### config.mk
export PLATFORM = sky130hd
export DESIGN_NAME = apd_record
export DESIGN_NICKNAME = d
export VERILOG_FILES = /design/src/logic/apd_pkg.sv /design/src/logic/apd_record.sv
export SDC_FILE = /design/constraint.sdc
export NUM_CORES = 2
export LEC_CHECK = 0
export BUFFER_PORTS_ARGS = -buffer_cell sky130_fd_sc_hd__buf_4
export CORE_ASPECT_RATIO = 1.75
export CORE_UTILIZATION = 54
export DETAILED_ROUTE_END_ITERATION = 12
export PLACE_DENSITY = 0.72
export RECOVER_POWER = 50
export SLEW_MARGIN = 10
export SYNTH_ARGS = -nofsm -noshare
export SYNTH_HDL_FRONTEND = slang
export SYNTH_SLANG_ARGS = --single-unit
### constraint.sdc
create_clock -name clk_sys -period 8.54 [get_ports clk_sys]
set_input_delay 0.427 -clock clk_sys [delete_from_list [all_inputs] [get_ports clk_sys]]
set_output_delay 0.427 -clock clk_sys [all_outputs]
set_load 0.03 [all_outputs]
### src/logic/apd_pkg.sv
// constants for the analog output parameter and diagnostic record block
`default_nettype none
package apd_pkg;
    // ---------------------------------------------------------------
    // record numbers and object indices
    // ---------------------------------------------------------------
    localparam logic [7:0]  REC_DIAG_HEAD  = 8'h00;   // first four diag bytes, also param record
    localparam logic [7:0]  REC_DIAG_FULL  = 8'h01;
    localparam logic [7:0]  REC_FUNC_BASE  = 8'h80;   // channel 0 function number
    localparam logic [15:0] IDX_DIAG_HEAD  = 16'h2f00;
    localparam logic [15:0] IDX_DIAG_FULL  = 16'h2f01;
    localparam logic [15:0] IDX_DIAG_ALT   = 16'h5005;
    localparam logic [4:0]  BYTE_SHORT_DET = 5'h01;   // byte of the param record
    localparam logic [4:0]  HEAD_BYTES     = 5'h04;
    localparam logic [4:0]  DIAG_BYTES     = 5'h14;
    // ---------------------------------------------------------------
    // byte positions inside the diagnostic record
    // ---------------------------------------------------------------
    localparam logic [4:0]  POS_MOD_FLAGS  = 5'h00;
    localparam logic [4:0]  POS_CLASS      = 5'h01;
    localparam logic [4:0]  POS_INT_FLAGS  = 5'h03;
    localparam logic [4:0]  POS_KIND       = 5'h04;
    localparam logic [4:0]  POS_BITS       = 5'h05;
    localparam logic [4:0]  POS_COUNT      = 5'h06;
    localparam logic [4:0]  POS_SUMMARY    = 5'h07;
    localparam logic [4:0]  POS_CH_ERR     = 5'h08;
    localparam logic [4:0]  POS_STAMP      = 5'h10;
    // ---------------------------------------------------------------
    // fixed identity bytes and reset values
    // ---------------------------------------------------------------
    localparam logic [7:0]  MODULE_CLASS   = 8'h15;   // analog class, channel info present
    localparam logic [7:0]  CHANNEL_KIND   = 8'h73;   // analog output
    localparam logic [7:0]  BITS_PER_CH    = 8'h08;
    localparam logic [7:0]  CH_COUNT       = 8'h04;
    localparam logic [7:0]  SHORT_DET_RST  = 8'h00;
    localparam logic [7:0]  FUNC_RST       = 8'h10;
    // ---------------------------------------------------------------
    // function numbers and scaling
    // ---------------------------------------------------------------
    localparam logic [7:0]  FN_STD         = 8'h10;   // nominal 27648 scaling
    localparam logic [7:0]  FN_ALT         = 8'h20;   // nominal 16384 scaling
    localparam logic [7:0]  FN_OFF         = 8'hff;
    localparam logic [15:0] STD_MAX        = 16'h7eff;  // 32511 overrange top
    localparam logic [15:0] ALT_MAX        = 16'h5000;  // 20480 overrange top
    // dac full scale is 12.5 V; gain = 4095*10/12.5/nominal*65536
    localparam logic [13:0] STD_GAIN       = 14'h1e55;  // 7765 for 27648 = 10 V
    localparam logic [13:0] ALT_GAIN       = 14'h3330;  // 13104 for 16384 = 10 V
    // ---------------------------------------------------------------
    // bit positions of the flag bytes
    // ---------------------------------------------------------------
    localparam int MF_FAIL = 0, MF_INT = 1, MF_EXT = 2, MF_CHAN = 3, MF_AUX = 4, MF_PARAM = 7;
    localparam int IF_OVF = 3, IF_COMM = 4;
    localparam int CE_PARAM = 0, CE_SHORT = 3;
    // ---------------------------------------------------------------
    // timing
    // ---------------------------------------------------------------
    localparam int TICK_NS  = 1000;
    localparam int CLK_NS   = 40;
    localparam int TICK_CYC = TICK_NS / CLK_NS;
endpackage
`default_nettype wire

### src/logic/apd_record.sv
// parameter and diagnostic record logic of a four channel analog output module
`timescale 1ns/1ps
`default_nettype none
module apd_record #(
    parameter int NCH = 4,                      // channel count
    parameter int DW  = 12                      // dac code width
) (
    input  wire logic            clk_sys,       // system clock
    input  wire logic            rstn,          // async reset, active low
    input  wire logic            rec_wr,        // record byte write strobe
    input  wire logic            rec_rd,        // record byte read strobe
    input  wire logic            use_index,     // address by object index
    input  wire logic [7:0]      rec_num,       // record set number
    input  wire logic [15:0]     obj_index,     // object index
    input  wire logic [4:0]      rec_byte,      // byte within record
    input  wire logic [7:0]      rec_wdata,     // write byte
    output logic      [7:0]      rec_rdata,     // read byte
    output logic                 rec_ack,       // access answered
    output logic                 rec_err,       // access refused
    input  wire logic [NCH*16-1:0] ao_value,    // signed digital values
    input  wire logic [NCH-1:0]  short_pin,     // short detected per channel
    input  wire logic [5:0]      fault_pin,     // fail,int,ext,aux,ovf,comm
    output logic [NCH*DW-1:0]    dac_code,      // scaled output codes
    output logic [NCH-1:0]       chan_on,       // channel active
    output logic [NCH-1:0]       chan_err_led   // channel error indicator
);
    localparam int NIN = NCH + 6;

    // ---------------------------------------------------------------
    // reset release and input synchronisers
    // ---------------------------------------------------------------
    logic [1:0]     rst_sync_r;
    logic           rst_n;
    logic [NIN-1:0] s1_r, s2_r, s3_r, in_r;

    // two-stage reset release
    always_ff @(posedge clk_sys or negedge rstn) begin
        if (!rstn) rst_sync_r <= 2'b00;
        else       rst_sync_r <= {rst_sync_r[0], 1'b1};
    end
    assign rst_n = rst_sync_r[1];

    // three stages; level accepted when last two agree
    always_ff @(posedge clk_sys or negedge rst_n) begin
        if (!rst_n) begin
            s1_r <= '0;
            s2_r <= '0;
            s3_r <= '0;
            in_r <= '0;
        end else begin
            s1_r <= {fault_pin, short_pin};
            s2_r <= s1_r;
            s3_r <= s2_r;
            for (int i = 0; i < NIN; i++) begin
                if (s2_r[i] == s3_r[i]) in_r[i] <= s3_r[i];
            end
        end
    end

    // ---------------------------------------------------------------
    // microsecond ticker
    // ---------------------------------------------------------------
    logic [4:0]  pre_r;
    logic [31:0] us_r;
    logic        tick;
    assign tick = (pre_r == 5'(apd_pkg::TICK_CYC - 1));

    // prescaler and free running counter, wraps by overflow
    always_ff @(posedge clk_sys or negedge rst_n) begin
        if (!rst_n) begin
            pre_r <= 5'h0_0;
            us_r  <= 32'h0000_0000;
        end else begin
            pre_r <= tick ? 5'h0_0 : pre_r + 5'h0_1;
            if (tick) us_r <= us_r + 32'h0000_0001;
        end
    end

    // ---------------------------------------------------------------
    // parameter storage
    // ---------------------------------------------------------------
    logic [3:0]       short_det_r;
    logic [7:0]       func_r [NCH];
    logic [7:0]       rnum;
    logic             is_func, is_head, is_full;
    assign rnum    = rec_num - apd_pkg::REC_FUNC_BASE;
    assign is_func = !use_index && rec_num >= apd_pkg::REC_FUNC_BASE && rnum < 8'(NCH);
    assign is_head = use_index ? obj_index == apd_pkg::IDX_DIAG_HEAD : rec_num == apd_pkg::REC_DIAG_HEAD;
    assign is_full = use_index ? (obj_index == apd_pkg::IDX_DIAG_FULL || obj_index == apd_pkg::IDX_DIAG_ALT)
                               : rec_num == apd_pkg::REC_DIAG_FULL;

    // parameter writes by record number
    always_ff @(posedge clk_sys or negedge rst_n) begin
        if (!rst_n) begin
            short_det_r <= apd_pkg::SHORT_DET_RST[3:0];
            for (int i = 0; i < NCH; i++) func_r[i] <= apd_pkg::FUNC_RST;
        end else if (rec_wr && !use_index) begin
            if (rec_num == apd_pkg::REC_DIAG_HEAD && rec_byte == apd_pkg::BYTE_SHORT_DET)
                short_det_r <= rec_wdata[3:0];
            if (is_func && rec_byte == 5'h0_0)
                func_r[rnum[1:0]] <= rec_wdata;
        end
    end

    // ---------------------------------------------------------------
    // diagnostic flags
    // ---------------------------------------------------------------
    logic [7:0]     ch_err [NCH];
    logic [NCH-1:0] summary, par_err;
    logic [7:0]     mod_flags, int_flags;
    logic [31:0]    flags_all, flags_prev_r, stamp_r;

    // per-channel error bytes and summary
    always_comb begin
        for (int i = 0; i < NCH; i++) begin
            par_err[i] = !(func_r[i] == apd_pkg::FN_STD || func_r[i] == apd_pkg::FN_ALT
                           || func_r[i] == apd_pkg::FN_OFF);
            ch_err[i] = 8'h00;
            ch_err[i][apd_pkg::CE_PARAM] = par_err[i];
            ch_err[i][apd_pkg::CE_SHORT] = in_r[i] && short_det_r[i];
            summary[i] = |ch_err[i];
        end
    end

    // module and internal flag bytes
    always_comb begin
        mod_flags = 8'h00;
        mod_flags[apd_pkg::MF_FAIL]  = in_r[NCH];
        mod_flags[apd_pkg::MF_INT]   = in_r[NCH+1];
        mod_flags[apd_pkg::MF_EXT]   = in_r[NCH+2];
        mod_flags[apd_pkg::MF_CHAN]  = |summary;
        mod_flags[apd_pkg::MF_AUX]   = in_r[NCH+3];
        mod_flags[apd_pkg::MF_PARAM] = |par_err;
        int_flags = 8'h00;
        int_flags[apd_pkg::IF_OVF]   = in_r[NCH+4];
        int_flags[apd_pkg::IF_COMM]  = in_r[NCH+5];
        flags_all = {mod_flags, int_flags, 12'h000, summary};
    end

    // indicators follow channel errors; no interrupt exists
    assign chan_err_led = summary;

    // stamp taken whenever a module, internal or channel summary flag newly appears
    always_ff @(posedge clk_sys or negedge rst_n) begin
        if (!rst_n) begin
            flags_prev_r <= 32'h0000_0000;
            stamp_r      <= 32'h0000_0000;
        end else begin
            flags_prev_r <= flags_all;
            if (|(flags_all & ~flags_prev_r)) stamp_r <= us_r;
        end
    end

    // ---------------------------------------------------------------
    // record read and answer
    // ---------------------------------------------------------------
    function automatic logic [7:0] diag_byte(input logic [4:0] b);
        logic [7:0] v;
        v = 8'h00;
        unique case (b)
            apd_pkg::POS_MOD_FLAGS: v = mod_flags;
            apd_pkg::POS_CLASS:     v = apd_pkg::MODULE_CLASS;
            apd_pkg::POS_INT_FLAGS: v = int_flags;
            apd_pkg::POS_KIND:      v = apd_pkg::CHANNEL_KIND;
            apd_pkg::POS_BITS:      v = apd_pkg::BITS_PER_CH;
            apd_pkg::POS_COUNT:     v = apd_pkg::CH_COUNT;
            apd_pkg::POS_SUMMARY:   v = {4'h0, summary};
            default: begin
                if (b >= apd_pkg::POS_CH_ERR && b < apd_pkg::POS_CH_ERR + 5'(NCH))
                    v = ch_err[2'(b - apd_pkg::POS_CH_ERR)];
                else if (b >= apd_pkg::POS_STAMP)
                    v = stamp_r[8*(b - apd_pkg::POS_STAMP) +: 8];
            end
        endcase
        return v;
    endfunction

    logic rd_ok, wr_ok;
    assign rd_ok = (is_full && rec_byte < apd_pkg::DIAG_BYTES) || (is_head && rec_byte < apd_pkg::HEAD_BYTES)
                   || (is_func && rec_byte == 5'h0_0);
    assign wr_ok = !use_index && ((rec_num == apd_pkg::REC_DIAG_HEAD && rec_byte == apd_pkg::BYTE_SHORT_DET)
                   || (is_func && rec_byte == 5'h0_0));

    // one cycle answer to each strobe
    always_ff @(posedge clk_sys or negedge rst_n) begin
        if (!rst_n) begin
            rec_rdata <= 8'h00;
            rec_ack   <= 1'b0;
            rec_err   <= 1'b0;
        end else begin
            rec_ack <= rec_rd || rec_wr;
            rec_err <= (rec_rd && !rd_ok) || (rec_wr && !wr_ok);
            if (rec_rd)
                rec_rdata <= !rd_ok ? 8'h00 : is_func ? func_r[rnum[1:0]] : diag_byte(rec_byte);
        end
    end

    // ---------------------------------------------------------------
    // output scaling per channel
    // ---------------------------------------------------------------
    genvar g;
    generate
        for (g = 0; g < NCH; g++) begin : g_ch
            logic signed [15:0] d;
            logic [14:0]        lim;
            logic [28:0]        prod;
            logic               alt_sc;
            assign d    = ao_value[16*g +: 16];
            assign alt_sc = func_r[g] == apd_pkg::FN_ALT;
            // clamp below zero and above overrange top
            assign lim  = d < 0 ? 15'h0000 : alt_sc ? (16'(d) > apd_pkg::ALT_MAX ? apd_pkg::ALT_MAX[14:0] : d[14:0])
                                 : (16'(d) > apd_pkg::STD_MAX ? apd_pkg::STD_MAX[14:0] : d[14:0]);
            assign prod = lim * (alt_sc ? apd_pkg::ALT_GAIN : apd_pkg::STD_GAIN);

            // registered code and channel enable
            always_ff @(posedge clk_sys or negedge rst_n) begin
                if (!rst_n) begin
                    dac_code[DW*g +: DW] <= '0;
                    chan_on[g]           <= 1'b0;
                end else begin
                    chan_on[g]           <= !(func_r[g] == apd_pkg::FN_OFF || par_err[g]);
                    dac_code[DW*g +: DW] <= (func_r[g] == apd_pkg::FN_OFF) ? '0 : prod[16 +: DW];
                end
            end
        end
    endgenerate
endmodule // apd_record
`default_nettype wire

-- Word level (Yosys, flattened, before mapping)
Index checks and enable logic that the tools add are counted.
- add/subtract/negate cells: 5
- $mul: 4
- div/mod/pow operators: 0
- magnitude comparators: 22
- equality and inequality tests: 33
- shift operators: 1
- muxes and demuxes: 41
- bitwise operators: 4
- reductions and logical operators: 56
- operators with widths (operator ; count):
    two-way mux 15 bit ; 16
    greater-than comparator 16 x 15 -> 1 bit (second input constant) ; 8
    multiplier 15 x 14 -> 28 bit ; 4
    two-way mux 8 bit ; 9
    < comparator 16 x 1 -> 1 bit (second input constant) ; 4
    two-way mux 14 bit ; 4
    one-hot mux 8 bit (7 select lines) ; 1
    two-way mux 12 bit ; 4
    indexed part select 32 x 33 -> 8 bit ; 1
    adder 32 x 1 -> 32 bit (second input constant) ; 1
    AND 32 bit ; 1
    binary-select mux 8 bit (select 2 bit) ; 2
    bitwise mux 32 bit ; 1
    == test 16 x 14 -> 1 bit (second input constant) ; 2
    == test 8 x 5 -> 1 bit (second input constant) ; 4
    == test 8 x 6 -> 1 bit (second input constant) ; 4
    == test 8 bit (second input constant) ; 4
    NOT 32 bit ; 1
    OR reduction 32 bit ; 1
    == test 5 x 3 -> 1 bit (second input constant) ; 4
    logical OR 1 bit ; 18
    demux 8 bit (select 2 bit) ; 1
    == test 16 x 15 -> 1 bit (second input constant) ; 1
    logical AND 1 bit ; 16
    other kinds (28) ; 54
- flip-flop bits (word level): 221
- latch bits: 0
- RAM bits: 0
- ROM bits: 0
- input bits: 116
- output and inout port bits: 66
- word-level logic and storage cells: 200
- memories kept: 0

-- Depth between registers and ports, before layout
- depth in word-level cells: 11
- depth in mapped cells: 28
- mapped depth without buffers: 27

-- Worst setup path before layout
OpenSTA, ideal clock, no wires.
- path kind: register to register
- from: reg func_r[23] (netlist name)
- to: reg dac_code[23]
- setup time: 0.132 ns
- data arrival time: 7.194 ns
- data required time: 8.408 ns
- path slack: 1.214 ns
- stages on the path, launching flop included: 25
- path buffers: 1
- period minus slack after synthesis: 7.326 ns
- cells stage by stage: dfrtp_1 or4_4 nor3_1 nand3b_1 nor3_1 clkbuf_1 nand2_1 fa_1 fa_1 inv_1 fa_1 fa_1 fa_1 inv_1 fa_1 inv_1 ha_1 and3_1 a221o_1 a211oi_1 o221ai_1 a211o_1 a21oi_1 xnor2_1 nor2_1
- longest elaborated chain between the ends: 5
- elaborated cells on any way between the ends: 7
- classes of those cells: mul: 1; eq/ne: 2; mux: 4
- RTL lines (item ; RTL line ; source):
    start: declaration ; apd_record.sv:83 ; logic [7:0] func_r [NCH];
    start signal: indexed assignment ; apd_record.sv:101 ; func_r[rnum[1:0]] <= rec_wdata;
    == test 8 x 6 -> 1 bit ; apd_record.sv:209 ; assign alt_sc = func_r[g] == apd_pkg::FN_ALT;
    two-way mux 15 bit (2 in a row) ; apd_record.sv:211 ; assign lim = d < 0 ? 15'h0000 : alt_sc ? (16'(d) > apd_pkg::ALT_MAX ? apd_pkg::ALT_MAX[14:0] : d[14:0])
    multiplier 15 x 14 -> 28 bit ; apd_record.sv:213 ; assign prod = lim * (alt_sc ? apd_pkg::ALT_GAIN : apd_pkg::STD_GAIN);
    two-way mux 12 bit * ; apd_record.sv:222 ; dac_code[DW*g +: DW] <= (func_r[g] == apd_pkg::FN_OFF) ? '0 : prod[16 +: DW];
    end signal: indexed assignment ; apd_record.sv:222 ;
    end: declaration ; apd_record.sv:23 ; output logic [NCH*DW-1:0] dac_code,
Mark *: on every way between the ends. The rest lies on a longest branch, timed or not.
A chain may end at the register's enable or synchronous reset.

-- Worst setup path in the final report
- from: reg func_r[12] (netlist name)
- to: reg dac_code[30]
Same word-level chain as after synthesis.

==> results.json <==
{
  "fillers": 4551,
  "grt_max_degree": 77,
  "ctsRootBufferMaster": "clkbuf_16",
  "rrSetupSlack_ns": 0.47,
  "outcome": "complete, but fails checks",
  "required_ns": 8.89,
  "endpoint_kind": "flip-flop",
  "vias": 20970,
  "final_common_cell": "inv_1",
  "yosys_warnings": 0,
  "hold_class": "input port to flip-flop",
  "first_global_vias": 23770,
  "synth_ff_type": "dfrtp_1",
  "violations": "capacitance limit, slew limit",
  "clock-sinks": 221,
  "tritoncts": "built",
  "clock_latency_ns": 0.52,
  "worst_slew_pin_slew_ns": 4.044,
  "slew_headroom": -1.696,
  "die_y_um": 308.3,
  "dp_slack_ns": 0.05091,
  "wl_per_cell_um": 20.61,
  "grt.total_usage": 0.3044,
  "dpl-instance-area_mm2": 0.03144,
  "firstDrtPassIters": 5,
  "worstSetupPathType": "flip-flop to flip-flop",
  "nets": 4047,
  "coreArea_mm2": 0.05264,
  "io_buffers": 181,
  "path_clk_slew_ns": 0.07,
  "final-max-slew-violation-count": 224,
  "r2r_cells": 23,
  "setup_slack_ns": 0.4729,
  "rsz0062_at_grt": "no",
  "vdd_drop_max_v": 0.0002756,
  "cts_buffers": 23,
  "num_io_pins": 182,
  "htree_levels": 1,
  "yosysSeqAreaShare": 0.1913,
  "rr_endpoint": "dac_code[30]",
  "fin_area_mm2": 0.03197,
  "min_period_ns": 8.067,
  "r2r_start": "func_r[12]",
  "worst-path-max-fanout": 11,
  "grt_pass1_wl_um": 125900,
  "postSynth.asyncResetShare": 1.000,
  "rows": 111,
  "max_freq_mhz": 124.0,
  "report.final.hold_viol_count": 0,
  "crit_start": "func_r[12]",
  "antenna_found_initial": 3,
  "dieArea_mm2": 0.05456,
  "start_util": 0.5499,
  "gp_congestion": 0.9875,
  "syn_area_mm2": 0.02894,
  "start_kind": "flip-flop",
  "synth.avg_cell_area_um2": 10.23,
  "period_share": 0.9446,
  "area_delta_synth_final_pct": 10.46,
  "cts_buffer_depth": 3,
  "setup-tns-final_ns": 0,
  "fin_skew_ns": 0.01283,
  "drc": 0,
  "finalPower_mw": 8.730,
  "powerDensity_mw_per_mm2": 273.0,
  "maxCapViolations": 3,
  "final_cells": 3780,
  "synth_edf_count": 0,
  "ant_nets": 0,
  "worstSetupEndpoint": "dac_code[30]",
  "syn_inst": 2829,
  "drive_above_1_share": 0.1003,
  "avgViaCountPerCell": 5.547,
  "hpwl_um": 67980,
  "dr.first_iter.drc_count": 1005,
  "wl_um": 77920,
  "worst_ep_arrival_time_ns": 8.42,
  "grt-ovfl-total": 0,
  "die_width_um": 177.0,
  "setup_viol": 0,
  "dp_cells": 3733,
  "synth-seq-cells": 221,
  "p_leak_nw": 17.35,
  "layout_common_cells": "inv_1 (663), fa_1 (428), ha_1 (415)",
  "ys_types": 76
}
==> cells by family after synthesis <==
group                    Yosys count  share of synthesized area
AO/OA/AOI/OAI                    327                    0.07405
other                              2                  0.0002595
XOR/XNOR                          95                    0.02875
multiplexers                      91                    0.04241
AND/OR/NAND/NOR                  534                    0.09148
adder cells (fa/ha/maj)          853                     0.4789
buffers and inverters            706                    0.09290
flip-flops                       221                     0.1913
==> worst min-delay path by stage <==
stage                  from       endpoint  slack, ns  cells past startpoint
4_1_cts        fault_pin[4]        s1_r[8]      0.002                      1
5_1_grt        fault_pin[4]        s1_r[8]       0.03                      1
3_3_place_gp           rstn  rst_sync_r[0]       0.21                      1
6_report       fault_pin[4]        s1_r[8]       0.04                      1
3_5_place_dp           rstn  rst_sync_r[0]       0.21                      1
2_1_floorplan          rstn  rst_sync_r[0]       0.13                      0
==> worst max-delay path: stages, from the launching register on <==
cell	delay, ns
dfstp_2	0.59
nor2b_1	0.13
and3_1	0.30
nor2_1	0.56
o21a_1	0.41
inv_1	0.12
fa_1	0.52
fa_1	0.55
inv_1	0.05
fa_1	0.51
fa_1	0.43
fa_1	0.49
inv_1	0.06
fa_1	0.50
inv_1	0.04
ha_1	0.27
and3_1	0.16
nand4_1	0.19
o21ai_0	0.22
o22ai_1	0.26
a21oi_1	0.55
a21oi_1	0.24
o211a_1	0.25
a2111oi_0	0.48
==> sequential cells by signal (all words and copies together) (netlist names), 5 cells and up <==
name,flops
stamp_r,32
rec_rdata,8
dac_code,48
flags_prev_r,12
in_r,10
s3_r,10
s1_r,10
us_r,32
func_r,32
s2_r,10
pre_r,5
==> per-stage QoR <==
step,hold WS (ns),util
final,0.03979,0.6074
after global routing,0.02597,0.6073
after CTS,0.002269,0.6125
after detailed placement,0.2123,0.5974
after global placement,0.2115,0.5974
after floorplan,0.1314,-
==> where the power goes <==
part | leakage (nW) | switching [mW] | internal (mW) | total [mW]
Combinational | 14.2 | 3.78 | 2.63 | 6.41
Sequential | 2.79 | 0.0992 | 1.25 | 1.35
Clock | 0.345 | 0.430 | 0.545 | 0.975
==> cell type report <==
| type | instances | area [um2] | share of cell area |
|---|---|---|---|
| Multi-Input combinational cell | 1949 | 20890 | 0.6533 |
| Sequential cell | 221 | 5535 | 0.1731 |
| Inverter | 663 | 2489 | 0.07784 |
| Timing Repair Buffer | 230 | 1495 | 0.04677 |
| Tap cell | 678 | 848.3 | 0.02653 |
| Clock buffer | 28 | 614.3 | 0.01922 |
| Clock inverter | 10 | 100.1 | 0.003131 |
| Antenna cell | 1 | 2.502 | 0.00007827 |
==> what timing repair did <==
action	CTS	global route
gates resized for setup	0	3
hold endpoints to repair	9	0
hold buffers	8	0
setup endpoints to repair	0	5
setup buffers	0	0
==> synthesized netlist by cell type (30+ instances only) <==
library cell / number / area share
xor2_1: 31 / 0.0094
o21ai_0: 63 / 0.011
nand2_1: 166 / 0.022
a21oi_1: 87 / 0.015
ha_1: 415 / 0.18
nand3_1: 36 / 0.0062
mux2_2: 70 / 0.027
a21o_1: 30 / 0.0078
clkbuf_1: 31 / 0.0040
inv_1: 663 / 0.086
xnor2_1: 64 / 0.019
nor2_1: 121 / 0.016
fa_1: 428 / 0.30
o21a_1: 43 / 0.011
dfrtp_1: 217 / 0.19
==> metal layers <==
metal / vias up / routed length, um / share of wire / track usage
met2: 639 / 42250 / 0.54 / 0.5683
met5: - / 33 / 0.00042 / 0
li1: 9567 / - / - / -
met3: 266 / 3118 / 0.040 / 0.03107
met4: 6 / 6037 / 0.077 / 0.1959
met1: 10490 / 26480 / 0.34 / 0.3193
Note: power is estimated with default switching activity, not from simulation.
